[src/hdl/qdac_pkg.sv]
// constants, types and command codes for the quad converter host controller
// Function
// - range word is upper byte of twelve bits
// - range load: strobes low, select low, release
// - transparent modes always use full twelve bits
// - full transparent: quads, transparent, select low
// - partial transparent: latch strobe low, channel addressed
// - code second-rank update: select pulse, others high
package qdac_pkg;
    localparam int unsigned CLK_MHZ = 125;
    localparam int unsigned DATA_W = 12;
    localparam int unsigned RANGE_W = 8;
    localparam int unsigned RANGE_LSB = 4;
    localparam int unsigned GAIN_LSB = 0;
    localparam int unsigned POL_LSB = 4;
    localparam logic [7:0] RANGE_RESET = 8'h00;
    // strobe widths in ns, worst case over temperature
    localparam int unsigned T_SETUP_NS = 15;
    localparam int unsigned T_WIDTH_NS = 110;
    localparam int unsigned T_RESET_NS = 100;
    localparam int unsigned T_READ_NS = 180;
    localparam int unsigned T_FLOAT_NS = 75;
    function automatic int unsigned ns_to_cyc(input int unsigned ns);
        int unsigned c;
        c = (ns * CLK_MHZ + 999) / 1000;
        return (c < 1) ? 1 : c;
    endfunction
    localparam int unsigned SETUP_CYC = ns_to_cyc(T_SETUP_NS);
    localparam int unsigned WIDTH_CYC = ns_to_cyc(T_WIDTH_NS);
    localparam int unsigned RESET_CYC = ns_to_cyc(T_RESET_NS);
    localparam int unsigned READ_CYC = ns_to_cyc(T_READ_NS) + 2;
    localparam int unsigned FLOAT_CYC = ns_to_cyc(T_FLOAT_NS);
    typedef enum logic [3:0] {
        CMD_CODE_LOAD,
        CMD_CODE_PRELOAD,
        CMD_CODE_UPDATE,
        CMD_RANGE_LOAD,
        CMD_RANGE_PRELOAD,
        CMD_RANGE_APPLY,
        CMD_FULL_TRANSP,
        CMD_PART_TRANSP,
        CMD_READ_CODE,
        CMD_READ_RANGE,
        CMD_RESET
    } cmd_t;
    typedef struct packed {
        logic chip_select_n;
        logic latch_strobe_n;
        logic range_strobe_n;
        logic transparent_n;
        logic readback_strobe_n;
        logic reset_n;
        logic [2:0] quad_select_n;
        logic [1:0] channel_select;
    } pins_t;
    localparam pins_t PINS_IDLE = '{1'b1, 1'b1, 1'b1, 1'b1, 1'b1, 1'b1, 3'h7, 2'h0};
    typedef struct packed {
        cmd_t cmd;
        logic [1:0] chan;
        logic [DATA_W-1:0] data;
    } req_t;
endpackage

[src/hdl/qdac_host.sv]
// host controller sequencing strobes and data port of the quad converter
`timescale 1ns/1ps
module qdac_host (
    input wire logic ref_clk_i,
    input wire logic nrst_i,
    input wire logic req_valid_i,
    input wire qdac_pkg::req_t req_i,
    output logic req_ready_o,
    output logic done_o,
    output logic [qdac_pkg::DATA_W-1:0] rd_data_o,
    output qdac_pkg::pins_t pins_o,
    output logic [qdac_pkg::DATA_W-1:0] data_o,
    output logic data_oe_o,
    input wire logic [qdac_pkg::DATA_W-1:0] data_i
);
    import qdac_pkg::*;

    typedef enum {S_IDLE, S_SETUP, S_ASSERT, S_MID, S_RELEASE, S_HOLD, S_READ, S_FLOAT} state_t;

    state_t state_q;
    req_t cur_q;
    logic [DATA_W-1:0] sync1_q;
    logic [DATA_W-1:0] sync2_q;
    logic tmr_load;
    logic [7:0] tmr_count;
    logic tmr_done;

    qdac_timer #(.W(8)) u_timer (
        .ref_clk_i(ref_clk_i),
        .nrst_i(nrst_i),
        .load_i(tmr_load),
        .count_i(tmr_count),
        .done_o(tmr_done)
    );

    // readback pins come from the device, so sync before use
    always_ff @(posedge ref_clk_i) begin
        if (!nrst_i) begin
            sync1_q <= '0;
            sync2_q <= '0;
        end else begin
            sync1_q <= data_i;
            sync2_q <= sync1_q;
        end
    end

    function automatic logic is_read(input cmd_t c);
        return (c == CMD_READ_CODE) || (c == CMD_READ_RANGE);
    endfunction

    // the two-step latch/select order decides preload versus load
    function automatic logic ls_rises_first(input cmd_t c);
        return (c == CMD_CODE_LOAD) || (c == CMD_RANGE_LOAD);
    endfunction

    // strobe levels while select is held low; reset instead keeps select high with reset_n low
    function automatic pins_t active_pins(input req_t r);
        pins_t p;
        p = PINS_IDLE;
        p.chip_select_n = 1'b0;
        p.channel_select = r.chan;
        p.quad_select_n = 3'h0;
        case (r.cmd)
            CMD_CODE_LOAD, CMD_CODE_PRELOAD: begin
                p.latch_strobe_n = 1'b0;
            end
            CMD_CODE_UPDATE: begin
                p.quad_select_n = 3'h7;
            end
            CMD_RANGE_LOAD, CMD_RANGE_PRELOAD: begin
                p.range_strobe_n = 1'b0;
                p.latch_strobe_n = 1'b0;
                p.quad_select_n = 3'h1;
            end
            CMD_RANGE_APPLY: begin
                p.range_strobe_n = 1'b0;
            end
            CMD_FULL_TRANSP: begin
                p.transparent_n = 1'b0;
            end
            CMD_PART_TRANSP: begin
                p.transparent_n = 1'b0;
                p.latch_strobe_n = 1'b0;
            end
            CMD_READ_CODE: begin
                p.readback_strobe_n = 1'b0;
            end
            CMD_READ_RANGE: begin
                p.readback_strobe_n = 1'b0;
                p.range_strobe_n = 1'b0;
                p.quad_select_n = 3'h4;
            end
            CMD_RESET: begin
                p.chip_select_n = 1'b1;
                p.reset_n = 1'b0;
            end
            default: begin
                p = PINS_IDLE;
            end
        endcase
        return p;
    endfunction

    always_comb begin
        tmr_load = 1'b0;
        tmr_count = 8'h00;
        case (state_q)
            S_IDLE: begin
                tmr_load = req_valid_i;
                tmr_count = 8'(SETUP_CYC);
            end
            S_SETUP: begin
                tmr_load = tmr_done;
                tmr_count = (cur_q.cmd == CMD_RESET) ? 8'(RESET_CYC) :
                    is_read(cur_q.cmd) ? 8'(READ_CYC) : 8'(WIDTH_CYC);
            end
            S_ASSERT, S_MID, S_RELEASE: begin
                tmr_load = tmr_done;
                tmr_count = 8'(SETUP_CYC);
            end
            S_READ: begin
                tmr_load = tmr_done;
                tmr_count = 8'(FLOAT_CYC);
            end
            default: begin
                tmr_load = 1'b0;
            end
        endcase
    end

    always_ff @(posedge ref_clk_i) begin
        if (!nrst_i) begin
            state_q <= S_IDLE;
            cur_q <= '0;
        end else begin
            case (state_q)
                S_IDLE: begin
                    if (req_valid_i) begin
                        cur_q <= req_i;
                        state_q <= S_SETUP;
                    end
                end
                S_SETUP: begin
                    if (tmr_done) begin
                        state_q <= is_read(cur_q.cmd) ? S_READ : S_ASSERT;
                    end
                end
                S_ASSERT: begin
                    if (tmr_done) begin
                        state_q <= S_MID;
                    end
                end
                S_MID: begin
                    if (tmr_done) begin
                        state_q <= S_RELEASE;
                    end
                end
                S_RELEASE: begin
                    if (tmr_done) begin
                        state_q <= S_HOLD;
                    end
                end
                S_READ: begin
                    if (tmr_done) begin
                        state_q <= S_FLOAT;
                    end
                end
                S_HOLD, S_FLOAT: begin
                    if (tmr_done) begin
                        state_q <= S_IDLE;
                    end
                end
                default: begin
                    state_q <= S_IDLE;
                end
            endcase
        end
    end

    // pin driving: setup, active window, staggered release
    always_ff @(posedge ref_clk_i) begin
        if (!nrst_i) begin
            pins_o <= PINS_IDLE;
            data_o <= '0;
            data_oe_o <= 1'b0;
        end else begin
            case (state_q)
                S_IDLE: begin
                    pins_o <= PINS_IDLE;
                    if (req_valid_i && !is_read(req_i.cmd)) begin
                        // range word lives in the upper byte, low nibble zero
                        // apply ignores the bus, but keep its low nibble zero all the same
                        if (req_i.cmd inside {CMD_RANGE_LOAD, CMD_RANGE_PRELOAD,
                            CMD_RANGE_APPLY}) begin
                            data_o <= {req_i.data[RANGE_W-1:0], 4'h0};
                        end else begin
                            data_o <= req_i.data;
                        end
                        data_oe_o <= 1'b1;
                    end
                    if (req_valid_i) begin
                        pins_o <= active_pins(req_i);
                        pins_o.chip_select_n <= 1'b1;
                        pins_o.reset_n <= 1'b1;
                    end
                end
                S_SETUP: begin
                    if (tmr_done) begin
                        pins_o <= active_pins(cur_q);
                    end
                end
                S_ASSERT: begin
                    if (tmr_done) begin
                        if (ls_rises_first(cur_q.cmd)) begin
                            pins_o.latch_strobe_n <= 1'b1;
                        end else begin
                            pins_o.chip_select_n <= 1'b1;
                            pins_o.reset_n <= 1'b1;
                        end
                    end
                end
                S_MID: begin
                    if (tmr_done) begin
                        pins_o.chip_select_n <= 1'b1;
                        pins_o.latch_strobe_n <= 1'b1;
                        pins_o.reset_n <= 1'b1;
                    end
                end
                S_RELEASE: begin
                    if (tmr_done) begin
                        pins_o <= PINS_IDLE;
                    end
                end
                S_HOLD: begin
                    if (tmr_done) begin
                        data_oe_o <= 1'b0;
                    end
                end
                S_READ: begin
                    if (tmr_done) begin
                        pins_o <= PINS_IDLE;
                    end
                end
                default: begin
                    pins_o <= PINS_IDLE;
                end
            endcase
        end
    end

    always_ff @(posedge ref_clk_i) begin
        if (!nrst_i) begin
            rd_data_o <= '0;
            done_o <= 1'b0;
            req_ready_o <= 1'b0;
        end else begin
            done_o <= tmr_done && (state_q == S_HOLD || state_q == S_FLOAT);
            req_ready_o <= (state_q == S_IDLE) && !req_valid_i;
            if (state_q == S_READ && tmr_done) begin
                rd_data_o <= sync2_q;
            end
        end
    end
endmodule

[src/hdl/qdac_timer.sv]
// down counter giving a one-cycle done pulse after a loaded count
`timescale 1ns/1ps
module qdac_timer #(
    parameter int unsigned W = 8
) (
    input wire logic ref_clk_i,
    input wire logic nrst_i,
    input wire logic load_i,
    input wire logic [W-1:0] count_i,
    output logic done_o
);
    logic [W-1:0] cnt_q;
    logic run_q;
    always_ff @(posedge ref_clk_i) begin
        if (!nrst_i) begin
            cnt_q <= '0;
            run_q <= 1'b0;
            done_o <= 1'b0;
        end else if (load_i) begin
            cnt_q <= count_i;
            run_q <= 1'b1;
            done_o <= 1'b0;
        end else if (run_q) begin
            done_o <= (cnt_q <= W'(1));
            run_q <= (cnt_q > W'(1));
            cnt_q <= cnt_q - W'(1);
        end else begin
            done_o <= 1'b0;
        end
    end
endmodule
[config.mk]
export PLATFORM = sky130hd
export DESIGN_NAME = qdac_host
export DESIGN_NICKNAME = d
export VERILOG_FILES = /design/src/hdl/qdac_pkg.sv /design/src/hdl/qdac_host.sv /design/src/hdl/qdac_timer.sv
export SDC_FILE = /design/constraint.sdc
export NUM_CORES = 1
export LEC_CHECK = 0
export BUFFER_PORTS_ARGS = -buffer_cell sky130_fd_sc_hd__buf_2
export CAP_MARGIN = 20
export CORE_ASPECT_RATIO = 1.75
export CORE_MARGIN = 1
export CORE_UTILIZATION = 40
export DETAILED_ROUTE_END_ITERATION = 7
export SLEW_MARGIN = 25
export SYNTH_ARGS = -nofsm -noshare
export SYNTH_HDL_FRONTEND = slang
export SYNTH_SLANG_ARGS = --single-unit
[constraint.sdc]
create_clock -name ref_clk_i -period 2.1 [get_ports ref_clk_i]
set_input_delay 0.105 -clock ref_clk_i [delete_from_list [all_inputs] [get_ports ref_clk_i]]
set_output_delay 0.105 -clock ref_clk_i [all_outputs]
set_load 0.1 [all_outputs]
==> results.tsv <==
metric	value	unit
avgViaCountPerCell	5.16	
arrival	2.07	ns
via_count	3037	
totalWireLength	8500	um
p_per_area	934	mW/mm^2
fmax	542	MHz
cap_violations	0	
start_util	41.6	%
synth_largest_area_cell	dfxtp_1	
synth_edf_count	0	
area_growth_syn_to_layout	26.6	%
nNetsFinal	504	
finalPower	4090	uW
async_flop_share	0	%
grt_max_degree	42	
dp_hpwl	6090	um
synth_ff_type	dfxtp_1	
die_w	72.3	um
leakagePower	0.00186	uW
drive_gt1_share	23.8	%
cpMaxStageDelayCell	dfxtp_1	
track_usage	20.5	%
cts_buffers	9	
dr.first_iter.drc_count	198	
diodes	0	
synth-seq-cells	81	
slew_headroom	63.5	%
clock_skew	0.00347	ns
gr-total-overflow	0	
yosysTopAreaCellShare	46.9	%
first_global_vias	2927	
hold_violations	0	
antenna_found_initial	0	
synth_nets	424	
cts_root_buf	clkbuf_16	
cts_resized	0	
min_path_type	input pin to flop	
rsz0062_at_grt	false	
die_y	125	um
tightest_slew	0.545	ns
ys_warn_count	0	
dr.pass1.iters	4	
cts_sinks	81	
synth.avg_cell_area	8.89	um^2
floorplan.rows	44	
yosysSeqAreaShare	46.9	%
clk_pin_slew	0.06	ns
critPathMaxStageDelay	0.60	ns
finalCritPeriodShare	87.9	%
worst_setup_path_start_kind	flop	
fin_tns_setup	0	ns
tritoncts	yes	
crit_required	2.33	ns
clock_path_buffers	2	
drc	0	
htree_num_levels	3	
nFillCells	796	
synthTopCellsByArea	dfxtp_1, a21oi_1, nand2_1	
synth_cells	389	
core_area	0.00831	mm^2
cp-end-kind	flop	
clock_latency	0.33	ns
r2r_slack	0.25	ns
port_buffers	70	
synth.distinct_cells	65	
grt_pass1_wl	14100	um
wl_per_cell	14.4	um
worstSetupPathType	flop to flop	
place_congestion	0.846	
slew_violations	0	
ir_worst_vdd	0.616	mV
synth_commonest_cells	dfxtp_1, nand2_1, a21oi_1	
finalSetupViolCount	0	
die_area	0.00904	mm^2
synth_area	0.00346	mm^2
status	finished clean	
crit_chain	buf_4, and2_1, o211ai_1, or3_1, o22a_1	
synth.most_common_cell	dfxtp_1	
cp_max_fo	14	
period_minus_slack	1.85	ns
pin_count	71	
final_antenna_net_count	0	
## through the flow
| stage | hold WS [ns] | cells | utilization, % | area [um^2] | worst slack (ns) |
|---|---|---|---|---|---|
| floorplan | 0.184 | 389 | - | 3460 | 0.577 |
| global placement | 0.312 | 561 | 47.4 | 3940 | 0.324 |
| CTS | 0.0150 | 589 | 52.7 | 4380 | 0.264 |
| detailed placement | 0.315 | 561 | 47.4 | 3940 | 0.279 |
| global route | 0.0355 | 589 | 52.7 | 4380 | 0.111 |
| finish | 0.0222 | 589 | 52.7 | 4380 | 0.254 |
## worst max-delay path: cells and delay by family, from the launching register on
family	cells	cell delay (ns)
AOI/OAI and AO/OA	2	0.27
and+or+nand+nor	2	0.60
DFF	1	0.60
buffers and inverters	1	0.27
## where the power goes
group,internal [uW],switching [uW]
clock network,1050,608
registers,1620,69.0
logic,229,514
total,2900,1190
## sequential cells by signal (all words and copies together), names as in the netlist, 3 cells and up
register / cells
pins_o: 11
sync1_q: 12
cur_q: 6
rd_data_o: 12
data_o: 12
u_timer.cnt_q: 8
sync2_q: 12
state_q: 3
## area by class of cell
cell class / instances / area [um^2] / area share (%)
clock buffer: 10 / 229 / 5.23
clock inverter: 6 / 91.3 / 2.09
inverter: 11 / 41.3 / 0.943
multi-input combinational: 268 / 1660 / 37.9
sequential: 81 / 1620 / 37.0
tap: 115 / 144 / 3.29
timing repair buffer: 98 / 591 / 13.5
## placed cells by master, fill, tap and decap left out, drive strengths merged, types with 12 or more instances in the layout
cell type	instances
buf	86
nor2	15
o21ai	19
dlygate4sd3	12
and2	28
inv	12
dfxtp	81
a21oi	44
nand2	48
## cell families (layout without fill, tap and decap cells)
family | after synthesis | count (layout) | synth area share (%)
AOI/OAI and AO/OA | 105 | 105 | 19.5
buffers and inverters | 40 | 125 | 5.10
xor gates and xnor gates | 8 | 8 | 2.03
DFF | 81 | 81 | 46.9
muxes | 10 | 10 | 2.93
adders and majority gates | 2 | 2 | 0.723
and+or+nand+nor | 143 | 143 | 22.8
## worst paths after layout
kind	from	end	depth (start not counted)
max	state_q[0]	pins_o[4]	5
min	req_i[13]	cur_q[13]	3
max reg2reg	state_q[0]	pins_o[4]	5
min reg2reg	sync1_q[3]	sync2_q[3]	1
## layer usage
| layer | GRT usage [%] | part of all wire, % | vias up |
|---|---|---|---|
| li1 | - | - | 1526 |
| met5 | 0 | 0 | - |
| met3 | 4.92 | 3.3 | 19 |
| met2 | 36.0 | 54 | 60 |
| met4 | 10.7 | 3.6 | 0 |
| met1 | 22.0 | 39 | 1432 |
## timing repair
item | 4_1_cts | 5_1_grt
buffers inserted | 0 | 0
hold buffers | 12 | 0
endpoints found under the hold margin | 12 | 0
No activity file was read; power rests on OpenSTA's default activity.
